==> config.mk <==
export PLATFORM = sky130hd
export DESIGN_NAME = ccef_top
export DESIGN_NICKNAME = d
export VERILOG_FILES = /design/src/verilog/ccef_pkg.sv /design/src/verilog/ccef_top.sv /design/src/verilog/ccef_sync.sv
export SDC_FILE = /design/constraint.sdc
export NUM_CORES = 1
export LEC_CHECK = 0
export ABC_AREA = 1
export BUFFER_PORTS_ARGS = -buffer_cell sky130_fd_sc_hd__buf_2
export CAP_MARGIN = 20
export CORE_MARGIN = 3
export CORE_UTILIZATION = 25
export CTS_CLUSTER_SIZE = 10
export DETAILED_ROUTE_END_ITERATION = 16
export HOLD_SLACK_MARGIN = 0.1
export PLACE_DENSITY = 0.58
export SLEW_MARGIN = 20
export SYNTH_ARGS = -nofsm -noshare
export SYNTH_HDL_FRONTEND = slang
export SYNTH_SLANG_ARGS = --single-unit
==> constraint.sdc <==
create_clock -name CLK -period 2.85 [get_ports CLK]
set_clock_uncertainty 0.15 [all_clocks]
set_input_delay 0.1425 -clock CLK [delete_from_list [all_inputs] [get_ports CLK]]
set_output_delay 0.1425 -clock CLK [all_outputs]
set_load 0.05 [all_outputs]
==> src/verilog/ccef_pkg.sv <==
// constants and types shared by the comparator control block
// Overview of operation
// - latched synced output plus raw asynchronous output
// - disabled comparator forces pin outputs low
// - falling and rising edges set flags
// - edge flags stay set until software clears
// - interrupt when enabled flag is set
// - control bit 6 reads comparator state
// - control bit 7 enables comparator
// - positive hysteresis code to analog
// - negative hysteresis code to analog
// - mode bits select response time
// - unused mode bits read zero
// - each input picks one of eight pins
// - crossbar bits route raw and synced outputs
// - select code with top bit connects none
// - input select register resets to ones
package ccef_pkg;
  // ****************************************
  // register map
  // ****************************************
  localparam logic [7:0] CCEF_ADDR_CTRL   = 8'h9C;
  localparam logic [7:0] CCEF_ADDR_MODE   = 8'h9D;
  localparam logic [7:0] CCEF_ADDR_INSEL  = 8'h9F;
  localparam logic [7:0] CCEF_RST_CTRL    = 8'h00;
  localparam logic [7:0] CCEF_RST_MODE    = 8'h02;
  localparam logic [7:0] CCEF_RST_INSEL   = 8'hFF;
  localparam logic [7:0] CCEF_MODE_WMASK  = 8'h33;
  // ****************************************
  // field positions
  // ****************************************
  localparam int CCEF_B_ON      = 7;
  localparam int CCEF_B_STATE   = 6;
  localparam int CCEF_B_RISE    = 5;
  localparam int CCEF_B_FALL    = 4;
  localparam int CCEF_B_RISE_IE = 5;
  localparam int CCEF_B_FALL_IE = 4;
  localparam int CCEF_B_XB_RAW  = 5;
  localparam int CCEF_B_XB_SYNC = 4;
  localparam int CCEF_SEL_NONE  = 3;
  typedef logic [1:0] ccef_code_t;
endpackage

==> src/verilog/ccef_top.sv <==
// comparator control, status and edge flag logic
`timescale 1ns/1ps
module ccef_top
  import ccef_pkg::*;
(
  input  wire logic       CLK,          // system clock, 20 MHz
  input  wire logic       RESET_N,      // async reset, active low
  input  wire logic [7:0] SFR_ADDR,     // register address
  input  wire logic [7:0] SFR_WDATA,    // write data
  input  wire logic       SFR_WR,       // write strobe
  input  wire logic       SFR_RD,       // read strobe
  output logic      [7:0] SFR_RDATA,    // read data
  input  wire logic [7:0] CROSSBAR_EN,  // crossbar enable register value
  input  wire logic       CMP_ANALOG,   // raw analog comparator result
  output logic            CMP_ON,       // analog enable
  output logic      [1:0] POS_HYST_SEL, // positive hysteresis code
  output logic      [1:0] NEG_HYST_SEL, // negative hysteresis code
  output logic      [1:0] RESP_MODE,    // response mode code
  output logic      [3:0] POS_INPUT_SEL,// positive input mux
  output logic      [3:0] NEG_INPUT_SEL,// negative input mux
  output logic      [7:0] POS_PIN_EN,   // one-hot positive pin connect
  output logic      [7:0] NEG_PIN_EN,   // one-hot negative pin connect
  output logic            CMP_RAW_OUT,  // raw output to its pin
  output logic            CMP_SYNC_OUT, // synced output to its pin
  output logic            CMP_IRQ       // interrupt request
);
  import ccef_pkg::*;

  // ****************************************
  // registers
  // ****************************************
  logic [7:0] ctrl_reg;
  logic [7:0] mode_reg;
  logic [7:0] insel_reg;
  logic       sync_q;
  logic       prev_reg;
  logic       rise_flag_reg;
  logic       fall_flag_reg;
  logic       rise_flag_next;
  logic       fall_flag_next;
  wire        wr_ctrl;
  wire        wr_mode;
  wire        wr_insel;
  wire        cmp_on;
  wire        raw_gated;
  wire        cmp_state;
  wire        rise_edge;
  wire        fall_edge;

  // ****************************************
  // address decode and edge detection
  // ****************************************
  assign wr_ctrl   = SFR_WR && (SFR_ADDR == CCEF_ADDR_CTRL);
  assign wr_mode   = SFR_WR && (SFR_ADDR == CCEF_ADDR_MODE);
  assign wr_insel  = SFR_WR && (SFR_ADDR == CCEF_ADDR_INSEL);
  assign cmp_on    = ctrl_reg[CCEF_B_ON];
  // gating before the synchroniser keeps a disabled comparator from leaking a stale level
  assign raw_gated = cmp_on & CMP_ANALOG;
  assign cmp_state = cmp_on & sync_q;
  // detector reads only the second flop; both reset low so no false edge follows reset
  assign rise_edge = sync_q & ~prev_reg;
  assign fall_edge = ~sync_q & prev_reg;

  function automatic logic [7:0] pin_decode(input logic [3:0] sel);
    pin_decode = 8'h00;
    if (!sel[CCEF_SEL_NONE])
      pin_decode[sel[2:0]] = 1'b1;
  endfunction

  // ****************************************
  // synchroniser
  // ****************************************
  ccef_sync u_sync
  (
    .CLK     (CLK),
    .RESET_N (RESET_N),
    .D       (raw_gated),
    .Q       (sync_q)
  );

  // ****************************************
  // edge flags and register file
  // ****************************************
  // sticky flags: hardware set beats a same-cycle software clear
  always_comb
  begin
    rise_flag_next = rise_flag_reg;
    fall_flag_next = fall_flag_reg;
    if (wr_ctrl)
    begin
      rise_flag_next = SFR_WDATA[CCEF_B_RISE];
      fall_flag_next = SFR_WDATA[CCEF_B_FALL];
    end
    if (rise_edge)
      rise_flag_next = 1'b1;
    if (fall_edge)
      fall_flag_next = 1'b1;
  end

  always_ff @(posedge CLK or negedge RESET_N)
  begin
    if (!RESET_N)
    begin
      ctrl_reg      <= CCEF_RST_CTRL;
      mode_reg      <= CCEF_RST_MODE;
      insel_reg     <= CCEF_RST_INSEL;
      prev_reg      <= 1'b0;
      rise_flag_reg <= 1'b0;
      fall_flag_reg <= 1'b0;
    end
    else
    begin
      if (wr_ctrl)
        ctrl_reg <= SFR_WDATA;
      if (wr_mode)
        mode_reg <= SFR_WDATA & CCEF_MODE_WMASK;
      if (wr_insel)
        insel_reg <= SFR_WDATA;
      prev_reg      <= sync_q;
      rise_flag_reg <= rise_flag_next;
      fall_flag_reg <= fall_flag_next;
    end
  end

  // ****************************************
  // read mux and outputs
  // ****************************************
  wire [7:0] ctrl_view = {cmp_on, cmp_state, rise_flag_reg, fall_flag_reg, ctrl_reg[3:0]};
  always_comb
  begin
    SFR_RDATA = 8'h00;
    if (SFR_RD)
    begin
      case (SFR_ADDR)
        CCEF_ADDR_CTRL:  SFR_RDATA = ctrl_view;
        CCEF_ADDR_MODE:  SFR_RDATA = mode_reg;
        CCEF_ADDR_INSEL: SFR_RDATA = insel_reg;
        default:         SFR_RDATA = 8'h00;
      endcase
    end
  end

  assign CMP_ON        = cmp_on;
  assign POS_HYST_SEL  = ctrl_reg[3:2];
  assign NEG_HYST_SEL  = ctrl_reg[1:0];
  assign RESP_MODE     = mode_reg[1:0];
  assign POS_INPUT_SEL = insel_reg[3:0];
  assign NEG_INPUT_SEL = insel_reg[7:4];
  assign POS_PIN_EN    = pin_decode(insel_reg[3:0]);
  assign NEG_PIN_EN    = pin_decode(insel_reg[7:4]);
  // raw path stays combinational so it works with the clock stopped
  assign CMP_RAW_OUT   = CROSSBAR_EN[CCEF_B_XB_RAW] & raw_gated;
  assign CMP_SYNC_OUT  = CROSSBAR_EN[CCEF_B_XB_SYNC] & cmp_state;
  assign CMP_IRQ       = (rise_flag_reg & mode_reg[CCEF_B_RISE_IE]) |
                         (fall_flag_reg & mode_reg[CCEF_B_FALL_IE]);
endmodule

==> src/verilog/ccef_sync.sv <==
// two-flop synchroniser for the comparator output
`timescale 1ns/1ps
module ccef_sync
(
  input  wire logic CLK,     // system clock
  input  wire logic RESET_N, // async reset, active low
  input  wire logic D,       // asynchronous level
  output logic      Q        // synchronised level
);
  logic meta_reg;
  always_ff @(posedge CLK or negedge RESET_N)
  begin
    if (!RESET_N)
    begin
      meta_reg <= 1'b0;
      Q        <= 1'b0;
    end
    else
    begin
      meta_reg <= D;
      Q        <= meta_reg;
    end
  end
endmodule

; ---- Word-level counts from Yosys, hierarchy flattened
; Cells that the tools add are included.
[totals]
register_bits = 25
in_bits = 29
output_inout_bits = 42
word_cells = 45
[op_classes]
n_reduce_logical = 7
bitwise_logic = 11
mux = 12
n_lt_le_gt_ge = 4
eq_ne = 3
[ops]
columns = op, n
row1 = "8-bit equality test, second input constant", 3
row2 = 8-bit two-way mux, 3
row3 = 8-bit case mux with 3 select lines, 1
row4 = 1-bit bitwise AND, 8
row5 = "3-bit by 4-bit less-than comparator with 1-bit output, second input constant", 2
row6 = 1-bit demux with 3-bit select, 2
row7 = "3-bit by 1-bit greater-or-equal comparator with 1-bit output, second input constant", 2
row8 = 1-bit two-way mux, 6
row9 = 1-bit logical AND, 5
row10 = 2-bit nonzero test, 2
row11 = 1-bit inverter, 2
row12 = 1-bit bitwise OR, 1

; ---- Depth between registers and ports, before layout
[logic_depth]
depth_word = 5
depth_mapped = 8
mapped_depth_nobuf = 7

; ---- Cells and area by module
; From an unflattened synthesis, not the netlist that was laid out.
[unflattened]
cells_unflattened = 187
area_unflattened_um2 = 1378.8
[modules_own_cells]
columns = mod, instances, cells_per_inst, area_per_inst_um2, seq_area_each_um2
row1 = ccef_top, 1, 185, 1328.8, 511.7
row2 = ccef_sync, 1, 2, 50.0, 50.0

; ---- Least setup slack after synthesis
; Ideal clock, no wire load.
[synth_timing]
kind = flip-flop to output port
startpoint = register insel_reg[2]
endpoint = output SFR_RDATA[2]
setup_slack_ns = 0.948
arrival_ns = 1.610
path_buffers = 0
stages_incl_launch_ff = 3
required_time_ns = 2.558
cell_sequence = dfstp_2 -> nand3_1 -> a21oi_1
[synth_via]
elab_chain_len = 2
[synth_rtl]
columns = element, line_no
row1 = from (decl), ccef_top.sv:34  ; logic [7:0] insel_reg;
row2 = from (signal assigned), ccef_top.sv:106  ; insel_reg <= CCEF_RST_INSEL;
row3 = from (signal assigned), ccef_top.sv:118  ; insel_reg <= SFR_WDATA;
row4 = 8-bit case mux with 3 select lines, ccef_top.sv:134  ; case (SFR_ADDR)
row5 = 8-bit two-way mux, ccef_top.sv:132  ; if (SFR_RD)
row6 = to (decl), ccef_top.sv:12  ; output logic [7:0] SFR_RDATA,
; Every way passes these cells.

; ---- Worst setup path in the final report
[layout_timing]
startpoint = input SFR_ADDR[5]
endpoint = output SFR_RDATA[6]
[layout_via]
elab_chain_len = 3
word_cells_on_any_way = 5
classes_between = 3 x eq/ne / 2 x mux
[layout_rtl]
columns = element, line_no
row1 = from (decl), ccef_top.sv:8  ; input wire logic [7:0] SFR_ADDR,
row2 = 8-bit equality test, ccef_top.sv:134
row3 = 8-bit case mux with 3 select lines (*), ccef_top.sv:134
row4 = 8-bit two-way mux (*), ccef_top.sv:132
; Every way passes the cells marked *; elsewhere a longest branch is shown, timed or not.

==> results.md <==
* Status: finished, final reports clean
* Dpl ws at 1.08 ns
* CP cell instances: buf_2 > inv_1 > nand2_1 > nor2_4 > nand4_1 > a21oi_1 > buf_2
* Crit path DAT at 1.47 ns
* GP Congestion at 0.714
* Internal at 0.489 mW
* Setup TNS Final at 0 ns
* Cell variety after synth at 22
* Die H at 80.4 microns
* Total grt overflow at 0
* Final Non-Filler Cells at 331
* Largest net degree at the start of global routing at 23
* Post-route cell area at 1890 sq um
* CP Data Required Time at 2.56 ns
* Via Count at 1435
* # fillers at 559
* Crit-path max cell delay at 0.44 ns
* Max-slew violation count at 0
* Net Sw Frac at 0.342
* GRT Resource Usage Total at 0.122
* Std cell rows at 26
* Drt via density at 4.34
* Critical path class: primary input to output port
* Clock-pin slew on the worst setup and hold paths at 0.08 ns
* Cell area after synthesis at 1390 sq um
* Max FO, Critical Path at 22
* Post-CTS sizing at 0
* Synth warnings at 0
* Fmax at 0.569 GHz
* Fin nets at 291
* Cell mode on critical path: buf_2
* DP Cell Count at 317
* VDD IR max at 0.254 mV
* Die width at 80.4 microns
* Leakage at 1.10 nW
* Num Clock Sinks at 22
* HPWL after DPL at 2970 microns
* Post-Route WL at 3860 microns
* Initial Utilization at 0.264
* Tcrit/Tclk final at 0.617
* H-tree levels at 1
* CTS buffer count at 3
* DRC violations left at 0
* Synth Flop Type: dfrtp_1
* Startpoint types: primary input
* Yosys reg bits at 22
* Register area at 562 sq um
* Hold Path End: ctrl_reg[0]
* Post-route minimum period at 1.76 ns
* Post-synth ARST share at 1.00
* First-pass GRT wire length at 6280 microns
* Crit path capture type: output port
* Post-synth EDFFs at 0
* Final hold slack at 0.177 ns
* Comb power frac at 0.249
* Root Driver: clkbuf_8
* Reg-to-reg endpoint: insel_reg[4]
* Max reg flops at 8
* Initial drt markers at 95
* # port buffers at 64
* Max Buffers Root-to-Sink at 2
* Final ANT Viol Nets at 0
* DIE AREA at 6470 sq um
* Seq/Total Area, Yosys at 0.406
* CP max stage cell: nor2_4
* Pwr dens at 393 nW/um^2
* Post-placement cell area at 1740 sq um
* Syn nets at 217
* RSZ-0062 raised after global routing: no
* R2R Setup Slk at 1.81 ns
* Worst-margin pin slew at 0.543 ns
* Sequential share of power at 0.483
* Clock network fraction of total power at 0.268
* # IOs at 71
* Reg-to-reg startpoint: insel_reg[4]
* Vias in the first global route at 1289
* Avg Cell Area, Syn at 7.37 sq um
* Multi-input logic area at 688 sq um
* Drt first pass iters at 4
* Number of setup buffers added after CTS at 0
* WHS Path Cells at 4
* CTS tree: built
* Worst-case reg-to-reg path depth at 2
* Diode count at 0
* Final Setup Violations at 0
* Hold Crit Class: primary input to flip-flop
* Initial antenna violation count at 0
* Area Growth Syn to Fin at 36.4%
* Core ar. at 5240 sq um
* Worst Hold Launch: SFR_WR
* Routed WL per cell at 11.7 microns
* Syn Inst Count at 188
* Final hold violations at 0
* Slack of the critical path at 1.09 ns
* Max cap viols at 0
* P_sw at 0.254 mW
* Max_slew headroom at 0.637
* Clk_lat worst skew at 0.26 ns
* Layout cells sized above 1 at 0.360
## layout by cell type, fill, tap and decap left out
master,Yosys,layout
a21oi_1,3,3
a22o_1,1,1
and3_1,1,1
buf_2,0,64
clkbuf_1,0,1
clkbuf_8,0,3
dfrtp_1,13,13
dfstp_2,9,9
dlygate4sd3_1,0,10
inv_1,23,23
nand2_1,58,58
nand2_2,5,5
nand2_4,3,3
nand3_1,25,25
nand4_1,1,1
nor2_1,20,20
nor2_2,2,2
nor2_4,3,3
nor2_8,2,2
o2111ai_1,1,1
o21ai_0,10,10
o21ai_2,2,2
or2_2,1,1
## how the worst max path moves through the flow
stage	endpoint	from	slack, ns	depth (start not counted)
final	SFR_RDATA[6]	SFR_ADDR[5]	1.09	7
after global routing	SFR_RDATA[0]	SFR_ADDR[6]	0.93	9
after CTS	SFR_RDATA[6]	SFR_ADDR[5]	1.07	7
after detailed placement	SFR_RDATA[6]	SFR_ADDR[5]	1.08	7
after global placement	SFR_RDATA[1]	SFR_ADDR[6]	1.11	9
after floorplan	SFR_RDATA[2]	insel_reg[2]	0.95	2
## metrics by stage
stage,power (mW),utilization
after floorplan,0.483,-
after global placement,0.538,0.333
after detailed placement,0.540,0.333
after CTS,0.753,0.361
after global routing,0.781,0.361
final,0.743,0.361
## worst max-delay path, delay by kind of cell
| family | cells | cell delay [ns] |
|---|---|---|
| compound gates | 1 | 0.21 |
| buf+inv | 3 | 0.45 |
| simple gates | 3 | 0.66 |
## logic make-up (layout without fill, tap and decap cells)
group,after synthesis,count (layout),share of synthesized area
AO/OA/AOI/OAI,17,17,0.0723
buffers and inverters,28,101,0.0976
flip-flops,22,22,0.406
AND/OR/NAND/NOR,121,121,0.425
## what timing repair did
action | 4_1_cts | 5_1_grt
hold endpoints to repair | 42 | 0
endpoints found under the setup margin | 0 | 0
hold buffers | 10 | 0
## metal layers
metal  vias to the layer above  wire length [microns]  global-route usage  share of wire
met4                         0                     11              0.0152         0.0029
li1                        735                      -                   -              -
met2                        56                   1650               0.185           0.43
met5                         -                      0                   0              0
met1                       642                   1890               0.178           0.49
met3                         2                    303              0.0314          0.079
## area by class of cell
cell class	count	area share
multi-input combinational	138	0.364
sequential	22	0.297
timing repair buffer	74	0.223
tap	70	0.0464
inverter	23	0.0457
clock buffer	4	0.0238
## synth_stat cells, types with 3 or more instances
cell / instances / area (sq um)
nand2_4: 3 / 33.8
a21oi_1: 3 / 15.0
o21ai_0: 10 / 50.1
dfstp_2: 9 / 236
buf_4: 3 / 22.5
nand3_1: 25 / 125
nand2_2: 5 / 31.3
nor2_1: 20 / 75.1
inv_1: 23 / 86.3
dfrtp_1: 13 / 325
nand2_1: 58 / 218
nor2_4: 3 / 33.8
## power by group through the flow
stage / registers, mW / logic (mW) / clock network, mW
after floorplan: 0.406 / 0.0768 / 0
after global placement: 0.364 / 0.174 / 0
after detailed placement: 0.364 / 0.176 / 0
after CTS: 0.358 / 0.187 / 0.208
after global routing: 0.363 / 0.200 / 0.219
final: 0.359 / 0.185 / 0.199
(Power assumes the default switching activity.)
